<file path="src/srvp_pkg.sv">
// Constants, register map and types of the servo stop and overload protection block.
// Assumes a 40 MHz system clock and an AXI4-Lite master with 32-bit data.
package srvp_pkg;
  // ----------------------------------------------------------------
  // Timing
  // ----------------------------------------------------------------
  localparam int CLK_HZ = 40000000;
  localparam int TICK_MS = 1; // Accumulation and delay tick, ms
  localparam int MS_CYCLES_DEF = CLK_HZ / 1000 * TICK_MS;
  localparam int AXI_AW = 18;
  // ----------------------------------------------------------------
  // Register indices (byte address is four times the index)
  // ----------------------------------------------------------------
  localparam logic [15:0] IDX_RES_SEL = 16'h2009;
  localparam logic [15:0] IDX_PEAK_PWR = 16'h200d;
  localparam logic [15:0] IDX_PEAK_DUR = 16'h200e;
  localparam logic [15:0] IDX_OVL_BASE = 16'h200f;
  localparam logic [15:0] IDX_WARN_LVL = 16'h2010;
  localparam logic [15:0] IDX_OFF_DLY = 16'h2011;
  localparam logic [15:0] IDX_DB_MODE = 16'h2012;
  localparam logic [15:0] IDX_HALT_METH = 16'h2013;
  localparam logic [15:0] IDX_STATUS = 16'h2020;
  localparam logic [15:0] IDX_ACCUM = 16'h2021;
  // ----------------------------------------------------------------
  // Reset values and legal ranges
  // ----------------------------------------------------------------
  localparam logic [15:0] RST_RES_SEL = 16'h0001;
  localparam logic [15:0] RST_PEAK_PWR = 16'h0064;
  localparam logic [15:0] RST_PEAK_DUR = 16'h1388;
  localparam logic [15:0] RST_OVL_BASE = 16'h0064;
  localparam logic [15:0] RST_WARN_LVL = 16'h0032;
  localparam logic [15:0] RST_OFF_DLY = 16'h000a;
  localparam logic [15:0] RST_DB_MODE = 16'h0000;
  localparam logic [15:0] RST_HALT_METH = 16'h0001;
  localparam logic [15:0] MIN_PEAK = 16'h0001;
  localparam logic [15:0] MAX_PEAK = 16'hc350;
  localparam logic [15:0] MIN_BASE = 16'h000a;
  localparam logic [15:0] MAX_BASE = 16'h0078;
  localparam logic [15:0] MIN_WARN = 16'h000a;
  localparam logic [15:0] MAX_WARN = 16'h0064;
  localparam logic [15:0] MAX_DLY = 16'h03e8;
  localparam logic [15:0] MAX_DB = 16'h0003;
  localparam logic [15:0] MAX_BIT = 16'h0001;
  // ----------------------------------------------------------------
  // Fields and codes
  // ----------------------------------------------------------------
  localparam logic [15:0] ACC_FULL = 16'h03e8; // 100.0 % in 0.1 % steps
  localparam logic [15:0] ACC_SCALE = 16'h000a;
  localparam int ST_WARN = 0;
  localparam int ST_OVL = 1;
  localparam int ST_REGEN = 2;
  localparam logic [1:0] DB_BRAKE_HOLD = 2'h0;
  localparam logic [1:0] DB_BRAKE_FREE = 2'h1;
  localparam logic [1:0] DB_RUN_FREE = 2'h2;
  localparam logic [1:0] DB_RUN_HOLD = 2'h3;
  localparam logic [1:0] RESP_OKAY = 2'h0;
  localparam logic [1:0] RESP_SLVERR = 2'h2;
  // ----------------------------------------------------------------
  // Types
  // ----------------------------------------------------------------
  typedef struct packed {
    logic res_ext;
    logic [15:0] peak_pwr;
    logic [15:0] peak_dur;
    logic [15:0] ovl_base;
    logic [15:0] warn_lvl;
    logic [15:0] off_dly;
    logic [1:0] db_mode;
    logic halt_meth;
  } srvp_cfg_t;
  typedef struct packed {
    logic pwm_en;
    logic hold_brake;
    logic sc_brake;
    logic torque_zero;
    logic decel_stop;
  } srvp_drv_t;
  typedef enum logic [2:0] {
    S_RUN = 3'b000,
    S_OFFDLY = 3'b001,
    S_STOPPING = 3'b010,
    S_STOPPED = 3'b011,
    S_DECEL = 3'b100
  } srvp_state_t;
endpackage

</file>
<file path="src/srvp_top.sv">
// Servo stop sequencing and overload protection with an AXI4-Lite register file.
// Assumes synchronous torque, power and motion inputs; stop pins are asynchronous.
// Summary of operation
// - Peak regeneration power is stored (1..50000 W, default 100) and used only with the external resistor.
// - Peak duration is stored (1..50000 ms, default 5000) and used only with the external resistor.
// - Overload accumulates only while torque feedback exceeds the base (10..120 %, default 100).
// - The overload warning rises when accumulation reaches the warning level (10..100 %, default 50).
// - At full accumulation the warning turns into the continuous overload alarm.
// - After servo-off the output stays enabled for the off delay (0..1000 ms, default 10).
// - The holding brake is asserted on servo-off before the output is switched off.
// - Stop mode 0..3 picks brake-then-hold, brake-then-release, free-then-release, free-then-hold.
// - Halt method 0 stops by the stop mode with short-circuit brake and zero torque.
// - Halt method 1 (default) decelerates with the halt torque.
// - Limits and halt input start the halt; torque mode never uses the deceleration stop.
// - Resistor select 1 means external resistor, 0 internal.
//
// Our own choice: the AXI4-Lite slave port.
`timescale 1ns/100ps
module srvp_top import srvp_pkg::*; #(
  parameter int MS_CYCLES = MS_CYCLES_DEF
) (
  // Clock and reset
  input wire logic CLK_SYS,
  input wire logic SYS_RST,
  // AXI4-Lite slave
  input wire logic [AXI_AW-1:0] S_AXI_AWADDR,
  input wire logic S_AXI_AWVALID,
  output logic S_AXI_AWREADY,
  input wire logic [31:0] S_AXI_WDATA,
  input wire logic [3:0] S_AXI_WSTRB,
  input wire logic S_AXI_WVALID,
  output logic S_AXI_WREADY,
  output logic [1:0] S_AXI_BRESP,
  output logic S_AXI_BVALID,
  input wire logic S_AXI_BREADY,
  input wire logic [AXI_AW-1:0] S_AXI_ARADDR,
  input wire logic S_AXI_ARVALID,
  output logic S_AXI_ARREADY,
  output logic [31:0] S_AXI_RDATA,
  output logic [1:0] S_AXI_RRESP,
  output logic S_AXI_RVALID,
  input wire logic S_AXI_RREADY,
  // Stop pins
  input wire logic SERVO_ON,
  input wire logic FORWARD_LIMIT_INPUT,
  input wire logic REVERSE_LIMIT_INPUT,
  input wire logic EMERGENCY_HALT_INPUT,
  // Drive feedback
  input wire logic [15:0] TORQUE_FB,
  input wire logic [15:0] REGEN_PWR,
  input wire logic TORQUE_MODE,
  input wire logic MOTOR_STOPPED,
  // Drive outputs
  output logic PWM_EN,
  output logic HOLD_BRAKE,
  output logic SHORT_CIRCUIT_BRAKE,
  output logic TORQUE_ZERO,
  output logic DECEL_STOP,
  // Protection outputs
  output logic OVERLOAD_WARNING,
  output logic CONTINUOUS_OVERLOAD_ALARM,
  output logic REGEN_OVERLOAD_ALARM
);
  // ----------------------------------------------------------------
  // Helpers
  // ----------------------------------------------------------------
  function automatic logic in_range(input logic [15:0] v, input logic [15:0] lo,
                                    input logic [15:0] hi);
    return (v >= lo) && (v <= hi);
  endfunction
  function automatic logic [15:0] merge16(input logic [15:0] old, input logic [31:0] d,
                                          input logic [3:0] s);
    return {s[1] ? d[15:8] : old[15:8], s[0] ? d[7:0] : old[7:0]};
  endfunction

  logic tick;
  logic [3:0] pins_s;
  srvp_ms_tick #(.CYC(MS_CYCLES)) u_tick (.clk(CLK_SYS), .rst(SYS_RST), .tick(tick));
  srvp_sync2 #(.W(4)) u_sync (
    .clk(CLK_SYS), .rst(SYS_RST),
    .din({SERVO_ON, FORWARD_LIMIT_INPUT, REVERSE_LIMIT_INPUT, EMERGENCY_HALT_INPUT}),
    .dout(pins_s)
  );
  logic servo_on_s;
  logic halt_s;
  assign servo_on_s = pins_s[3];
  assign halt_s = |pins_s[2:0];

  // ----------------------------------------------------------------
  // AXI4-Lite register file
  // ----------------------------------------------------------------
  srvp_cfg_t cfg_r, cfg_nxt;
  logic aw_held_r, aw_held_nxt, w_held_r, w_held_nxt;
  logic [15:0] widx_r, widx_nxt;
  logic [31:0] wdata_r, wdata_nxt;
  logic [3:0] wstrb_r, wstrb_nxt;
  logic bvalid_nxt, rvalid_nxt, awready_nxt, wready_nxt, arready_nxt;
  logic [1:0] bresp_nxt, rresp_nxt;
  logic [31:0] rdata_nxt;
  logic [2:0] clr_nxt, clr_r;
  logic [15:0] acc_r, acc_nxt;
  logic [2:0] alarm_r;
  logic [15:0] ridx;
  logic [15:0] nv;
  logic do_wr;
  // Address capture, register writes and read answers
  always_comb begin
    cfg_nxt = cfg_r;
    aw_held_nxt = aw_held_r;
    w_held_nxt = w_held_r;
    widx_nxt = widx_r;
    wdata_nxt = wdata_r;
    wstrb_nxt = wstrb_r;
    bvalid_nxt = S_AXI_BVALID && !S_AXI_BREADY;
    bresp_nxt = S_AXI_BRESP;
    rvalid_nxt = S_AXI_RVALID && !S_AXI_RREADY;
    rresp_nxt = S_AXI_RRESP;
    rdata_nxt = S_AXI_RDATA;
    clr_nxt = 3'h0;
    nv = 16'h0;
    ridx = S_AXI_ARADDR[AXI_AW-1:2];
    if (S_AXI_AWVALID && S_AXI_AWREADY) begin
      aw_held_nxt = 1'b1;
      widx_nxt = S_AXI_AWADDR[AXI_AW-1:2];
    end
    if (S_AXI_WVALID && S_AXI_WREADY) begin
      w_held_nxt = 1'b1;
      wdata_nxt = S_AXI_WDATA;
      wstrb_nxt = S_AXI_WSTRB;
    end
    do_wr = aw_held_r && w_held_r && !S_AXI_BVALID;
    if (do_wr) begin
      aw_held_nxt = 1'b0;
      w_held_nxt = 1'b0;
      bvalid_nxt = 1'b1;
      bresp_nxt = RESP_OKAY;
      // Out-of-range values are dropped and the old setting kept
      case (widx_r)
        IDX_RES_SEL: begin
          nv = merge16({15'h0, cfg_r.res_ext}, wdata_r, wstrb_r);
          if (nv <= MAX_BIT) cfg_nxt.res_ext = nv[0];
        end
        IDX_PEAK_PWR: begin
          nv = merge16(cfg_r.peak_pwr, wdata_r, wstrb_r);
          if (in_range(nv, MIN_PEAK, MAX_PEAK)) cfg_nxt.peak_pwr = nv;
        end
        IDX_PEAK_DUR: begin
          nv = merge16(cfg_r.peak_dur, wdata_r, wstrb_r);
          if (in_range(nv, MIN_PEAK, MAX_PEAK)) cfg_nxt.peak_dur = nv;
        end
        IDX_OVL_BASE: begin
          nv = merge16(cfg_r.ovl_base, wdata_r, wstrb_r);
          if (in_range(nv, MIN_BASE, MAX_BASE)) cfg_nxt.ovl_base = nv;
        end
        IDX_WARN_LVL: begin
          nv = merge16(cfg_r.warn_lvl, wdata_r, wstrb_r);
          if (in_range(nv, MIN_WARN, MAX_WARN)) cfg_nxt.warn_lvl = nv;
        end
        IDX_OFF_DLY: begin
          nv = merge16(cfg_r.off_dly, wdata_r, wstrb_r);
          if (nv <= MAX_DLY) cfg_nxt.off_dly = nv;
        end
        IDX_DB_MODE: begin
          nv = merge16({14'h0, cfg_r.db_mode}, wdata_r, wstrb_r);
          if (nv <= MAX_DB) cfg_nxt.db_mode = nv[1:0];
        end
        IDX_HALT_METH: begin
          nv = merge16({15'h0, cfg_r.halt_meth}, wdata_r, wstrb_r);
          if (nv <= MAX_BIT) cfg_nxt.halt_meth = nv[0];
        end
        IDX_STATUS: clr_nxt = wstrb_r[0] ? wdata_r[2:0] : 3'h0;
        IDX_ACCUM: bresp_nxt = RESP_OKAY;
        default: bresp_nxt = RESP_SLVERR;
      endcase
    end
    if (S_AXI_ARVALID && S_AXI_ARREADY) begin
      rvalid_nxt = 1'b1;
      rresp_nxt = RESP_OKAY;
      case (ridx)
        IDX_RES_SEL: rdata_nxt = {31'h0, cfg_r.res_ext};
        IDX_PEAK_PWR: rdata_nxt = {16'h0, cfg_r.peak_pwr};
        IDX_PEAK_DUR: rdata_nxt = {16'h0, cfg_r.peak_dur};
        IDX_OVL_BASE: rdata_nxt = {16'h0, cfg_r.ovl_base};
        IDX_WARN_LVL: rdata_nxt = {16'h0, cfg_r.warn_lvl};
        IDX_OFF_DLY: rdata_nxt = {16'h0, cfg_r.off_dly};
        IDX_DB_MODE: rdata_nxt = {30'h0, cfg_r.db_mode};
        IDX_HALT_METH: rdata_nxt = {31'h0, cfg_r.halt_meth};
        IDX_STATUS: rdata_nxt = {29'h0, alarm_r};
        IDX_ACCUM: rdata_nxt = {16'h0, acc_r};
        default: begin
          rdata_nxt = 32'h0;
          rresp_nxt = RESP_SLVERR;
        end
      endcase
    end
    awready_nxt = !aw_held_nxt;
    wready_nxt = !w_held_nxt;
    arready_nxt = !rvalid_nxt;
  end
  always_ff @(posedge CLK_SYS or posedge SYS_RST) begin
    if (SYS_RST) begin
      cfg_r <= '{res_ext: RST_RES_SEL[0], peak_pwr: RST_PEAK_PWR, peak_dur: RST_PEAK_DUR,
                 ovl_base: RST_OVL_BASE, warn_lvl: RST_WARN_LVL, off_dly: RST_OFF_DLY,
                 db_mode: RST_DB_MODE[1:0], halt_meth: RST_HALT_METH[0]};
      aw_held_r <= 1'b0;
      w_held_r <= 1'b0;
      widx_r <= 16'h0;
      wdata_r <= 32'h0;
      wstrb_r <= 4'h0;
      clr_r <= 3'h0;
      S_AXI_AWREADY <= 1'b0;
      S_AXI_WREADY <= 1'b0;
      S_AXI_BVALID <= 1'b0;
      S_AXI_BRESP <= RESP_OKAY;
      S_AXI_ARREADY <= 1'b0;
      S_AXI_RVALID <= 1'b0;
      S_AXI_RRESP <= RESP_OKAY;
      S_AXI_RDATA <= 32'h0;
    end else begin
      cfg_r <= cfg_nxt;
      aw_held_r <= aw_held_nxt;
      w_held_r <= w_held_nxt;
      widx_r <= widx_nxt;
      wdata_r <= wdata_nxt;
      wstrb_r <= wstrb_nxt;
      clr_r <= clr_nxt;
      S_AXI_AWREADY <= awready_nxt;
      S_AXI_WREADY <= wready_nxt;
      S_AXI_BVALID <= bvalid_nxt;
      S_AXI_BRESP <= bresp_nxt;
      S_AXI_ARREADY <= arready_nxt;
      S_AXI_RVALID <= rvalid_nxt;
      S_AXI_RRESP <= rresp_nxt;
      S_AXI_RDATA <= rdata_nxt;
    end
  end

  // ----------------------------------------------------------------
  // Overload and regeneration protection
  // ----------------------------------------------------------------
  logic [15:0] rcnt_r, rcnt_nxt;
  logic [2:0] alarm_nxt;
  logic warn_nxt;
  logic regen_hot;
  logic [19:0] warn_pt;
  // Accumulate per ms, latch alarms; a set beats a clear in the same cycle
  always_comb begin
    acc_nxt = acc_r;
    rcnt_nxt = rcnt_r;
    regen_hot = cfg_r.res_ext && (REGEN_PWR >= cfg_r.peak_pwr);
    warn_pt = 20'(cfg_r.warn_lvl) * 20'(ACC_SCALE);
    if (tick) begin
      if (TORQUE_FB > cfg_r.ovl_base) begin
        if (acc_r < ACC_FULL) acc_nxt = acc_r + 16'h1;
      end else if (acc_r != 16'h0) begin
        acc_nxt = acc_r - 16'h1;
      end
    end
    if (!regen_hot) rcnt_nxt = 16'h0;
    else if (tick && rcnt_r != 16'hffff) rcnt_nxt = rcnt_r + 16'h1;
    alarm_nxt = alarm_r & ~clr_r;
    alarm_nxt[ST_OVL] = alarm_nxt[ST_OVL] || (acc_r >= ACC_FULL);
    alarm_nxt[ST_REGEN] = alarm_nxt[ST_REGEN] || (rcnt_r > cfg_r.peak_dur);
    warn_nxt = (20'(acc_r) >= warn_pt) && !alarm_nxt[ST_OVL];
    alarm_nxt[ST_WARN] = alarm_nxt[ST_WARN] || warn_nxt;
  end
  always_ff @(posedge CLK_SYS or posedge SYS_RST) begin
    if (SYS_RST) begin
      acc_r <= 16'h0;
      rcnt_r <= 16'h0;
      alarm_r <= 3'h0;
      OVERLOAD_WARNING <= 1'b0;
      CONTINUOUS_OVERLOAD_ALARM <= 1'b0;
      REGEN_OVERLOAD_ALARM <= 1'b0;
    end else begin
      acc_r <= acc_nxt;
      rcnt_r <= rcnt_nxt;
      alarm_r <= alarm_nxt;
      OVERLOAD_WARNING <= warn_nxt;
      CONTINUOUS_OVERLOAD_ALARM <= alarm_nxt[ST_OVL];
      REGEN_OVERLOAD_ALARM <= alarm_nxt[ST_REGEN];
    end
  end

  // ----------------------------------------------------------------
  // Stop sequencer
  // ----------------------------------------------------------------
  srvp_state_t st_r, st_nxt;
  logic [15:0] dly_r, dly_nxt;
  srvp_drv_t drv_nxt;
  logic halt_db;
  // Next state and drive pattern
  always_comb begin
    st_nxt = st_r;
    dly_nxt = dly_r;
    halt_db = !cfg_r.halt_meth || TORQUE_MODE;
    case (st_r)
      S_RUN: begin
        dly_nxt = 16'h0;
        if (halt_s) st_nxt = halt_db ? S_STOPPING : S_DECEL;
        else if (!servo_on_s) st_nxt = S_OFFDLY;
      end
      S_OFFDLY: begin
        if (tick) dly_nxt = dly_r + 16'h1;
        if (halt_s) st_nxt = halt_db ? S_STOPPING : S_DECEL;
        else if (dly_r >= cfg_r.off_dly) st_nxt = S_STOPPING;
        else if (servo_on_s) st_nxt = S_RUN;
      end
      S_DECEL: begin
        dly_nxt = 16'h0;
        if (TORQUE_MODE) st_nxt = S_STOPPING;
        else if (!halt_s) st_nxt = servo_on_s ? S_RUN : S_OFFDLY;
      end
      S_STOPPING: if (MOTOR_STOPPED) st_nxt = S_STOPPED;
      S_STOPPED: if (servo_on_s && !halt_s) st_nxt = S_RUN;
      default: st_nxt = S_STOPPED;
    endcase
    drv_nxt = '{pwm_en: 1'b0, hold_brake: 1'b1, sc_brake: 1'b0, torque_zero: 1'b1,
                decel_stop: 1'b0};
    case (st_nxt)
      S_RUN: drv_nxt = '{pwm_en: 1'b1, hold_brake: 1'b0, sc_brake: 1'b0, torque_zero: 1'b0,
                         decel_stop: 1'b0};
      S_OFFDLY: drv_nxt.pwm_en = 1'b1;
      S_DECEL: drv_nxt = '{pwm_en: 1'b1, hold_brake: 1'b0, sc_brake: 1'b0, torque_zero: 1'b0,
                           decel_stop: 1'b1};
      S_STOPPING: drv_nxt.sc_brake = (cfg_r.db_mode == DB_BRAKE_HOLD) ||
                                     (cfg_r.db_mode == DB_BRAKE_FREE);
      S_STOPPED: drv_nxt.sc_brake = (cfg_r.db_mode == DB_BRAKE_HOLD) ||
                                    (cfg_r.db_mode == DB_RUN_HOLD);
      default: drv_nxt.pwm_en = 1'b0;
    endcase
  end
  always_ff @(posedge CLK_SYS or posedge SYS_RST) begin
    if (SYS_RST) begin
      st_r <= S_STOPPED;
      dly_r <= 16'h0;
      {PWM_EN, HOLD_BRAKE, SHORT_CIRCUIT_BRAKE, TORQUE_ZERO, DECEL_STOP} <= 5'b01010;
    end else begin
      st_r <= st_nxt;
      dly_r <= dly_nxt;
      {PWM_EN, HOLD_BRAKE, SHORT_CIRCUIT_BRAKE, TORQUE_ZERO, DECEL_STOP} <= drv_nxt;
    end
  end

  // ----------------------------------------------------------------
  // Checks
  // ----------------------------------------------------------------
  a_brake_before_off: assert property (@(posedge CLK_SYS) disable iff (SYS_RST)
    $fell(PWM_EN) && $past(st_r) != S_RUN && $past(st_r) != S_DECEL |-> $past(HOLD_BRAKE))
    else $error("Output switched off without brake asserted first");
  a_off_delay_hold: assert property (@(posedge CLK_SYS) disable iff (SYS_RST)
    st_r == S_OFFDLY && dly_r < cfg_r.off_dly && !halt_s |=> PWM_EN)
    else $error("Output dropped before the off delay ran out");
  a_warn_level: assert property (@(posedge CLK_SYS) disable iff (SYS_RST)
    OVERLOAD_WARNING |-> 20'($past(acc_r)) >= 20'($past(cfg_r.warn_lvl)) * 20'(ACC_SCALE))
    else $error("Warning raised below its level");
  a_full_alarm: assert property (@(posedge CLK_SYS) disable iff (SYS_RST)
    acc_r >= ACC_FULL |=> CONTINUOUS_OVERLOAD_ALARM && !OVERLOAD_WARNING)
    else $error("Full accumulation did not turn warning into alarm");
  a_base_accum: assert property (@(posedge CLK_SYS) disable iff (SYS_RST)
    tick && TORQUE_FB <= cfg_r.ovl_base |=> acc_r <= $past(acc_r))
    else $error("Accumulated at or below the base");
  a_regen_internal: assert property (@(posedge CLK_SYS) disable iff (SYS_RST)
    !cfg_r.res_ext |=> rcnt_r == 16'h0)
    else $error("Peak timing ran with the internal resistor");
  a_regen_alarm: assert property (@(posedge CLK_SYS) disable iff (SYS_RST)
    rcnt_r > cfg_r.peak_dur |=> REGEN_OVERLOAD_ALARM)
    else $error("Peak overrun without regen alarm");
  a_torque_no_decel: assert property (@(posedge CLK_SYS) disable iff (SYS_RST)
    TORQUE_MODE && st_r == S_RUN && halt_s |=> ##1 !DECEL_STOP)
    else $error("Deceleration stop used in torque mode");
  a_halt_zero: assert property (@(posedge CLK_SYS) disable iff (SYS_RST)
    st_r == S_RUN && halt_s && !cfg_r.halt_meth |=> TORQUE_ZERO && !PWM_EN)
    else $error("Method 0 halt did not zero the torque");
  a_db_hold: assert property (@(posedge CLK_SYS) disable iff (SYS_RST)
    st_r == S_STOPPED && $stable(st_r) && !$past(SYS_RST) |-> SHORT_CIRCUIT_BRAKE ==
      ($past(cfg_r.db_mode) == DB_BRAKE_HOLD || $past(cfg_r.db_mode) == DB_RUN_HOLD))
    else $error("Stopped brake state does not match the stop mode");
endmodule

</file>
<file path="src/srvp_sync2.sv">
// Two-flop synchroniser for a group of pin inputs.
// Assumes the inputs are asynchronous to CLK_SYS.
`timescale 1ns/100ps
module srvp_sync2 #(
  parameter int W = 4
) (
  // Clock and reset
  input wire logic clk,
  input wire logic rst,
  // Data
  input wire logic [W-1:0] din,
  output logic [W-1:0] dout
);
  logic [W-1:0] meta_r;
  logic [W-1:0] meta_nxt;
  logic [W-1:0] dout_nxt;
  // Shift chain; first stage feeds only the second
  always_comb begin
    meta_nxt = din;
    dout_nxt = meta_r;
  end
  always_ff @(posedge clk or posedge rst) begin
    if (rst) begin
      meta_r <= '0;
      dout <= '0;
    end else begin
      meta_r <= meta_nxt;
      dout <= dout_nxt;
    end
  end
endmodule

</file>
<file path="src/srvp_ms_tick.sv">
// Millisecond tick generator: one-cycle pulse every CYC clocks.
// Assumes a free-running system clock.
`timescale 1ns/100ps
module srvp_ms_tick #(
  parameter int CYC = 40000
) (
  // Clock and reset
  input wire logic clk,
  input wire logic rst,
  // Tick
  output logic tick
);
  logic [31:0] cnt_r;
  logic [31:0] cnt_nxt;
  logic tick_nxt;
  // Count down and pulse at wrap
  always_comb begin
    tick_nxt = (cnt_r == 32'h0);
    cnt_nxt = tick_nxt ? 32'(CYC - 1) : cnt_r - 32'h1;
  end
  always_ff @(posedge clk or posedge rst) begin
    if (rst) begin
      cnt_r <= '0;
      tick <= 1'b0;
    end else begin
      cnt_r <= cnt_nxt;
      tick <= tick_nxt;
    end
  end
endmodule

</file>
<file path="config.mk">
export PLATFORM = sky130hd
export DESIGN_NAME = srvp_top
export DESIGN_NICKNAME = d
export VERILOG_FILES = /design/src/srvp_pkg.sv /design/src/srvp_top.sv /design/src/srvp_sync2.sv /design/src/srvp_ms_tick.sv
export SDC_FILE = /design/constraint.sdc
export NUM_CORES = 1
export LEC_CHECK = 0
export ABC_AREA = 1
export BUFFER_PORTS_ARGS = -buffer_cell sky130_fd_sc_hd__clkbuf_2
export CAP_MARGIN = 20
export CORE_UTILIZATION = 60
export CTS_CLUSTER_SIZE = 14
export DETAILED_ROUTE_END_ITERATION = 8
export HOLD_SLACK_MARGIN = 0.06
export PLACE_DENSITY_LB_ADDON = 0.15
export SYNTH_ARGS = -nofsm -noshare
export SYNTH_HDL_FRONTEND = slang
export SYNTH_SLANG_ARGS = --single-unit
</file>
<file path="constraint.sdc">
create_clock -name CLK_SYS -period 11.05 [get_ports CLK_SYS]
set_input_delay 2.21 -clock CLK_SYS [delete_from_list [all_inputs] [get_ports CLK_SYS]]
set_output_delay 2.21 -clock CLK_SYS [all_outputs]
set_load 0.02 [all_outputs]
</file>
==> flow_metrics.tcl, run 1 <==
set metrics [dict create \
    antenna_found_initial 0 \
    yosysWarnings 0 \
    synth.area.mux_share 0 \
    detail-route-antenna-nets 0 \
    layout.nets 2551 \
    clk_pin_slew_ps 60 \
    final_cell_mix "nand2_1, inv_1, dfrtp_1" \
    setup_violations 0 \
    areaGrowthSynthToFinish_pct 10.6 \
    first_pass_iters 5 \
    tns_ps 0 \
    initial_core_util 0.609 \
    drv_cap 0 \
    clkSinkCount 246 \
    powerDensity_nw_per_um2 154 \
    postCtsSetupRepairBufs 0 \
    p_sw_frac 0.363 \
    port_buffers 125 \
    reg2reg_from "cfg_r[46]$_DFFE_PP0P_" \
    reg2reg_depth 17 \
    rows 60 \
    clock_latency_ps 550 \
    fillers 2337 \
    max_freq_mhz 181 \
    crit_arrival_ps 5980 \
    gp_congestion 0.950 \
    clock_skew_ps 13.9 \
    diodes 0 \
    ys_ff_latch 246 \
    fin_ws_ps 5530 \
    vias 15100 \
    relSlewSlack 0.335 \
    remaining_drc_errors 0 \
    seqPwrFrac 0.392 \
    pin_count 166 \
    fin_crit_ps 5520 \
    hold_start "u_sync.dout_nxt[1]$_DFF_PP0_" \
    die_w_um 167 \
    grt_max_degree 116 \
    utilization 0.673 \
    synth_top_family_by_area "simple AND/OR/NAND/NOR gates" \
    drtIter0Drc 1355 \
    min_period_over_period 0.499 \
    start_kind "input pin" \
    synth_cell_types 58 \
    layout-drive-gt1-share 0.114 \
    drt-total-wl_mm 44.5 \
    rsz0062_at_grt "false" \
    p_int_uw 1770 \
    criticalPathCategory "input pin to flip-flop" \
    crit_path_end_kind "flip-flop" \
    syn_inst 2189 \
    yosys.area_share.simple 0.295 \
    grtUsageTotal 0.323 \
    mappedNetlistArea_um2 16300 \
    power.share.clock 0.342 \
    cp.required_ps 11510 \
    netSwitchingPower_uw 1010 \
    grt_pass1_wl_mm 72.1 \
    ys_seq_area_frac 0.379 \
    die-area_um2 27900 \
    core_area_um2 26800 \
    synth-compound-area-share 0.114 \
    vias_per_cell 5.65 \
    run_status "finished, final reports clean" \
    synth_xor_area_frac 0.0258 \
    p_leak_uw 0.00920 \
    grt_pass1_vias 14300 \
    cts_resized 0 \
    crit_fanout 17 \
    synthAdderAreaFrac 0.0983 \
    drv_slew 0 \
    grt.overflow.total 0 \
    post-place-ws_ps 4980 \
    worst_slew_pin_slew_ps 993 \
    hpwl_mm 34.1 \
    cts_max_level 1 \
    syn_avg_cell_area_um2 7.46 \
    clockBufferDepth 3 \
    ctsHoldBuffers 0 \
    hold_class "flip-flop to flip-flop" \
    p_comb_frac 0.266 \
    die_y_um 167 \
    holdPathStages 0 \
    wl_per_cell_um 16.7 \
    peakVddDrop_mv 0.181 \
    cts_tree "built" \
    layout_commonest_cell "nand2_1" \
    clockRootBuffer "clkbuf_16" \
    hold_viol 0 \
    cts_buffers 29 \
    startpoint "TORQUE_FB[11]" \
]
-- synthesized netlist by cell type (all sizes together) --
master	number	area, um^2
a211oi	2	15.0
a21o	7	52.6
a21oi	127	651
a221oi	1	8.76
a31oi	2	12.5
and2	1	6.26
and3	1	6.26
and3b	1	8.76
buf	43	353
clkbuf	17	65.1
clkinv	2	7.51
conb	1	3.75
dfrtp	225	5630
dfstp	21	552
fa	2	40.0
ha	125	1560
inv	267	1010
nand2	588	2290
nand3	150	761
nand3b	11	95.1
nand4	47	309
nor2	221	842
nor2b	1	6.26
nor3	52	333
nor3b	1	7.51
nor4	15	106
nor4b	1	8.76
o2111ai	3	26.3
o211ai	6	45.0
o21a	4	30.0
o21ai	157	797
o21bai	5	37.5
o22ai	23	144
o31ai	5	37.5
o41ai	1	8.76
or2	5	31.3
xnor2	24	210
xor2	24	210
-- per-layer routing --
metal	GRT usage	routed length [um]
met1	0.439	19700
met2	0.537	20700
met3	0.0311	2660
met4	0.115	1510
met5	0	0
-- critical path, cell delays in order --
cell	delay [ps]
clkbuf_2	80
ha_1	290
nand2_1	50
inv_1	60
nand3_1	60
nor3_1	420
nand2_1	110
nand2_1	180
nand2_1	450
ha_1	580
nand2_1	70
o21ai_0	270
inv_1	100
o21ai_0	530
a21oi_1	180
xor2_1	190
o21ai_0	160
-- power groups by stage --
stage / clock, uW / sequential [uW] / combinational (uW)
5_1_grt: 1000 / 1100 / 809
3_5_place_dp: 0 / 1100 / 720
6_report: 953 / 1090 / 740
3_3_place_gp: 0 / 1110 / 686
4_1_cts: 963 / 1090 / 726
2_1_floorplan: 0 / 1080 / 538
-- area by class of cell --
cell class                 instances  area (um^2)  share of cell area
inverter                         269         1020              0.0566
tap                              341          427              0.0236
timing repair buffer             130          703              0.0390
clock buffer                      44          832              0.0461
sequential                       246         6180               0.343
clock inverter                    10          110             0.00610
multi-input combinational       1631         8770               0.486
-- worst paths after layout --
path	to	slack, ps
setup / recovery	acc_r[11]$_DFFE_PP0P_	5530
hold / removal	u_sync.dout[1]$_DFF_PP0_	350
setup reg to reg	acc_r[11]$_DFFE_PP0P_	6820
hold reg to reg	u_sync.dout[1]$_DFF_PP0_	350
max in group asynchronous	cfg_r[73]$_DFFE_PP1P_	7350
min in group asynchronous	u_tick.cnt_r[1]$_DFF_PP0_	1800
-- cell families after synthesis --
| kind of cell | Yosys count |
|---|---|
| adder cells (fa/ha/maj) | 127 |
| AND/OR/NAND/NOR | 1095 |
| flip-flops | 246 |
| buffers and inverters | 329 |
| other | 1 |
| AO/OA/AOI/OAI | 343 |
| XOR/XNOR | 48 |
-- registers in the layout (all words and copies together) (netlist names), 3 cells and up --
| name | flops |
|---|---|
| cfg_r | 84 |
| u_tick.cnt_r | 32 |
| S_AXI_RDATA | 16 |
| acc_r | 16 |
| dly_r | 16 |
| rcnt_r | 16 |
| wdata_r | 16 |
| widx_r | 16 |
| u_sync.dout | 4 |
| u_sync.dout_nxt | 4 |
| clr_r | 3 |
| st_r | 3 |
-- stage by stage --
| stage | area [um^2] | instances | power (uW) | hold WS, ps |
|---|---|---|---|---|
| 3_5_place_dp | 17100 | 2616 | 1820 | 336 |
| 2_1_floorplan | 16400 | 2206 | 1620 | 331 |
| 5_1_grt | 18000 | 2671 | 2910 | 352 |
| 6_report | 18000 | 2671 | 2780 | 347 |
| 3_3_place_gp | 17100 | 2615 | 1790 | 332 |
| 4_1_cts | 18000 | 2670 | 2780 | 348 |
Power figures use the tool's default switching activity.
==> inputs of run 2 (changes only) <==
Settings changed: CORE_UTILIZATION 60 to 55.
Clock period 11.05 ns to 4.9 ns, I/O delays scaled along.
==> run 2 against run 1 <==
Clock power grew 150%. Sequential power rose by 130%. Setup slack worse by 4300 ps. Non-clock buffer count increased by 3. Power increased by 130%. Final cell count grew 1.6%. Register-to-register slack lost 5600 ps. Critical path depth rose by 4. Sequential share of layout area down 0.26 points. Critical endpoint is now acc_r[9]$_DFFE_PP0P_.
==> flow_metrics.tcl, run 2 (synthesized netlist as in run 1, its figures left out) <==
set metrics [dict create \
    slowest_delay_ps 530 \
    peakVddDrop_mv 0.307 \
    clock_latency_ps 570 \
    hold_ws_ps 299 \
    path_delay_family "simple AND/OR/NAND/NOR gates" \
    grt_pass1_wl_mm 73.7 \
    reg_top3 "cfg_r (84), u_tick.cnt_r (32)" \
    grtUsageTotal 0.303 \
    layout-drive-gt1-share 0.117 \
    crit_path_end_kind "flip-flop" \
    vias_per_cell 5.55 \
    hold_viol 0 \
    fillers 2621 \
    core_area_um2 28900 \
    grt_max_degree 148 \
    criticalPathCategory "flip-flop to flip-flop" \
    antenna_found_initial 0 \
    top_register "cfg_r" \
    multi_input_area_um2 8770 \
    layout_commonest_cell "nand2_1" \
    drv_slew 0 \
    port_buffers 125 \
    grt.overflow.total 0 \
    pin_count 166 \
    powerDensity_nw_per_um2 355 \
    cts_buffers 28 \
    hpwl_mm 34.8 \
    cts_tree "built" \
    setup_violations 0 \
    cp.required_ps 5330 \
    ctsHoldBuffers 0 \
    worst_slew_pin_slew_ps 992 \
    drtIter0Drc 1367 \
    rsz0062_at_grt "false" \
    path_cells "inv_1 > ha_1 > nand2_1 > inv_1 > nand2_1 > nand2_1 > nand2_1 > nand2_1 > nand2_1 > nand2_1 > nand2_1 > ha_1 > nand2_1 > o21ai_0 > inv_1 > o21ai_0 > buf_4 > nand2_1 > nand2_1 > xnor2_1 > o21ai_0" \
    final_area_um2 18200 \
    areaGrowthSynthToFinish_pct 11.4 \
    clockBufferDepth 3 \
    rows 62 \
    max_freq_mhz 274 \
    stdcell_count 2715 \
    tns_ps 0 \
    remaining_drc_errors 0 \
    register_area_um2 6180 \
    path_buf_inv 4 \
    worst_path_most_repeated_cell "nand2_1" \
    placed_cells 2663 \
    postCtsSetupRepairBufs 0 \
    p_total_uw 6450 \
    vias 15100 \
    largest_reg_flops 84 \
    wl_per_cell_um 16.8 \
    cts_resized 0 \
    die_w_um 174 \
    crit_fanout 9 \
    clock_skew_ps 14.7 \
    slowest_stage "dfstp_2" \
    drt-total-wl_mm 45.5 \
    grt_pass1_vias 14500 \
    drv_cap 0 \
    start_kind "flip-flop" \
    gp_congestion 0.954 \
    detail-route-antenna-nets 0 \
    clk_pin_slew_ps 60 \
    die_y_um 174 \
    run_status "finished, final reports clean" \
    cts_max_level 1 \
    clkSinkCount 246 \
    final_cell_mix "nand2_1, inv_1, dfrtp_1" \
    layout.nets 2553 \
    postPlaceCellArea_um2 17200 \
    p_leak_uw 0.00923 \
    clockRootBuffer "clkbuf_16" \
    hold_class "input pin to asynchronous set/reset pin" \
    fin_crit_ps 3640 \
    die-area_um2 30400 \
    crit_arrival_ps 4070 \
    relSlewSlack 0.339 \
    first_pass_iters 6 \
    initial_core_util 0.564 \
    diodes 0 \
    min_period_over_period 0.744 \
]
[run 2: cell count changes in the layout (fill, tap and decap cells not counted), sizes merged]
cell / previous run / this run
clkbuf: 169 / 160
bufinv: 2 / 6
buf: 5 / 8
clkinv: 7 / 10
clkinvlp: 1 / 4
inv: 269 / 266
[run 2: per-layer routing]
metal	part of all wire	track usage	wire, um
met1	0.44	0.413	20100
met2	0.45	0.484	20500
met3	0.064	0.0367	2910
met4	0.045	0.137	2040
met5	0	0	0
[run 2: report_power, final]
group	internal [uW]	switching [uW]
Sequential	2240	214
Combinational	467	1190
Clock	1420	915
Total	4130	2320
[run 2: path summary, 6_finish.rpt]
check | startpoint | to | slack, ps | depth (start not counted)
max in group asynchronous | SYS_RST | cfg_r[29]$_DFFE_PP0P_ | 3550 | 3
worst min-delay path | SYS_RST | wdata_r[8]$_DFFE_PP0P_ | 300 | 2
worst min register to register | u_sync.dout_nxt[2]$_DFF_PP0_ | u_sync.dout[2]$_DFF_PP0_ | 350 | 0
min in group CLK_SYS | u_sync.dout_nxt[2]$_DFF_PP0_ | u_sync.dout[2]$_DFF_PP0_ | 350 | 0
worst max register to register | cfg_r[37]$_DFFE_PP1P_ | acc_r[9]$_DFFE_PP0P_ | 1260 | 21
worst max-delay path | cfg_r[37]$_DFFE_PP1P_ | acc_r[9]$_DFFE_PP0P_ | 1260 | 21
[run 2: through the flow]
step,setup WS (ps),util
after CTS,1300,0.629
final,1260,0.629
after global routing,984,0.629
after floorplan,705,-
after global placement,840,0.593
after detailed placement,777,0.593
[run 2: final cells by class]
class                   instances  area share
repair buffers                133      0.0384
clock buffers                  35      0.0416
well taps                     384      0.0264
flip-flops and latches        246       0.340
multi-input cells            1631       0.482
inverters                     269      0.0560
clock inverters                17      0.0153
==> inputs of run 3 (changes only) <==
Clock period 4.9 ns to 3 ns, I/O delays scaled along.
==> run 3 against run 2 <==
The run now ends with negative setup slack left. Non-clock buffer count is 150 higher. Setup slack got worse by 1300 ps. Fmax increased by 19%. Sequential share of layout area is 2.8 points lower. Cell area is 9.0% higher. Register-to-register slack worse by 1300 ps. Critical path depth down 4. Count of clock-buffer cells in the layout is 5 higher. Clock skew rose by 6.0 ps. Sequential power up 61%.
==> flow_metrics.tcl, run 3 (synthesized netlist as in run 1, its figures left out) <==
set metrics [dict create \
    fillers 2415 \
    layout.nets 2705 \
    top_register "cfg_r" \
    largest_reg_flops 84 \
    min_period_over_period 1.02 \
    rsz0062_at_grt "true" \
    layout-drive-gt1-share 0.204 \
    worst_slew_pin_slew_ps 673 \
    antenna_found_initial 2 \
    grt.overflow.total 0 \
    reg_top3 "cfg_r (84), u_tick.cnt_r (32)" \
    hold_start "REVERSE_LIMIT_INPUT" \
    grt_pass1_vias 15200 \
    grt_max_degree 81 \
    startpoint "cfg_r[20]$_DFFE_PP1P_" \
    clockRootBuffer "clkbuf_16" \
    crit_fanout 2 \
    p_leak_uw 0.0100 \
    detail-route-antenna-nets 0 \
    reg2reg_depth 17 \
    hpwl_mm 36.4 \
    violations "negative setup slack" \
    tns_ps -63.4 \
    utilization 0.685 \
    clockBufferDepth 3 \
    reg2reg_slack_ps -60 \
    path_cells "ha_4 > ha_4 > fa_2 > buf_6 > a21o_1 > xnor2_2 > ha_1 > nand4_1 > nor2_2 > nand2_1 > nand3_2 > nand3_2 > nand2_2 > nand3_2 > nor2_1 > nand2_1 > nand2_1" \
    grt_pass1_wl_mm 77.1 \
    initial_core_util 0.564 \
    path_buf_inv 1 \
    cts_tree "built" \
    final_cell_mix "nand2_1, inv_1, dfrtp_1" \
    peakVddDrop_mv 0.463 \
    die-area_um2 30400 \
    slowest_stage "dfstp_2" \
    cp.required_ps 3490 \
    fin_ws_ps -61.8 \
    grtUsageTotal 0.316 \
    core_area_um2 28900 \
    relSlewSlack 0.547 \
    setup_violations 2 \
    drtIter0Drc 1227 \
    reg2reg_from "cfg_r[20]$_DFFE_PP1P_" \
    cts_buffers 29 \
    path_delay_family "adder cells" \
    fin_crit_ps 3060 \
    hold_ws_ps 145 \
    drv_cap 0 \
    die_y_um 174 \
    gp_congestion 0.974 \
    vias 15800 \
    die_w_um 174 \
    drt-total-wl_mm 48.1 \
    run_status "finished with violations" \
    port_buffers 125 \
    powerDensity_nw_per_um2 534 \
    clkSinkCount 246 \
    cts_max_level 1 \
    max_freq_mhz 327 \
    clock_skew_ps 20.7 \
    first_pass_iters 6 \
    layout_commonest_cell "nand2_1" \
    hold_viol 0 \
    clk_pin_slew_ps 60 \
    remaining_drc_errors 0 \
    clock_latency_ps 560 \
    crit_arrival_ps 3550 \
    pin_count 166 \
    areaGrowthSynthToFinish_pct 21.5 \
    drv_slew 0 \
    slowest_delay_ps 550 \
    wl_per_cell_um 16.8 \
    path_depth 17 \
    rows 62 \
    vias_per_cell 5.51 \
    hold_class "input pin to flip-flop" \
    crit_end "alarm_r[0]$_DFF_PP0_" \
    reg2reg_to "alarm_r[0]$_DFF_PP0_" \
    crit_path_end_kind "flip-flop" \
    start_kind "flip-flop" \
    criticalPathCategory "flip-flop to flip-flop" \
]
run 3: what timing repair did:
action                                  in CTS  in global routing
setup buffers                                5                 10
resized for setup                           32                 73
endpoints found under the setup margin      13                 13
pin swaps                                   17                 35
cloned                                       1                  0
hold buffers                                 1                  0
endpoints found under the hold margin       10                  0
run 3: area by class of cell:
class | instances | area, um^2 | share of cell area
antenna | 2 | 5.00 | 0.000252
inverter | 269 | 1020 | 0.0514
sequential | 246 | 6180 | 0.312
clock inverter | 14 | 158 | 0.00795
tap | 384 | 480 | 0.0242
multi-input combinational | 1632 | 9270 | 0.467
clock buffer | 40 | 827 | 0.0417
timing repair buffer | 283 | 1890 | 0.0954
run 3: metal layers:
layer	up-vias	routed length [um]	global-route usage
met4	0	2490	0.151
met2	538	21800	0.506
met1	7413	20900	0.428
li1	7745	-	-
met5	-	0	0
met3	132	2920	0.0374
run 3: power by group:
group          switching, uW  total, uW  internal [uW]
logic                   2080       2990            909
clock network           1450       3630           2180
registers                301       3970           3670
run 3: metrics by stage:
step	setup WS [ps]	area [um^2]	instances	total power (uW)
2_1_floorplan	-815	16400	2206	5970
3_3_place_gp	-431	18200	2798	6810
3_5_place_dp	-457	18200	2798	6880
4_1_cts	-13.1	19400	2858	10500
5_1_grt	-231	19800	2870	11100
6_report	-61.8	19800	2870	10600
run 3: worst min-delay path by stage:
stage / end / slack, ps / cells past startpoint
floorplan: u_sync.dout[0]$_DFF_PP0_ / 330 / 0
global placement: u_sync.dout[0]$_DFF_PP0_ / 330 / 0
detailed placement: u_sync.dout[0]$_DFF_PP0_ / 340 / 0
CTS: u_sync.dout_nxt[1]$_DFF_PP0_ / 130 / 1
global route: u_sync.dout_nxt[0]$_DFF_PP0_ / 140 / 1
finish: u_sync.dout_nxt[1]$_DFF_PP0_ / 150 / 1
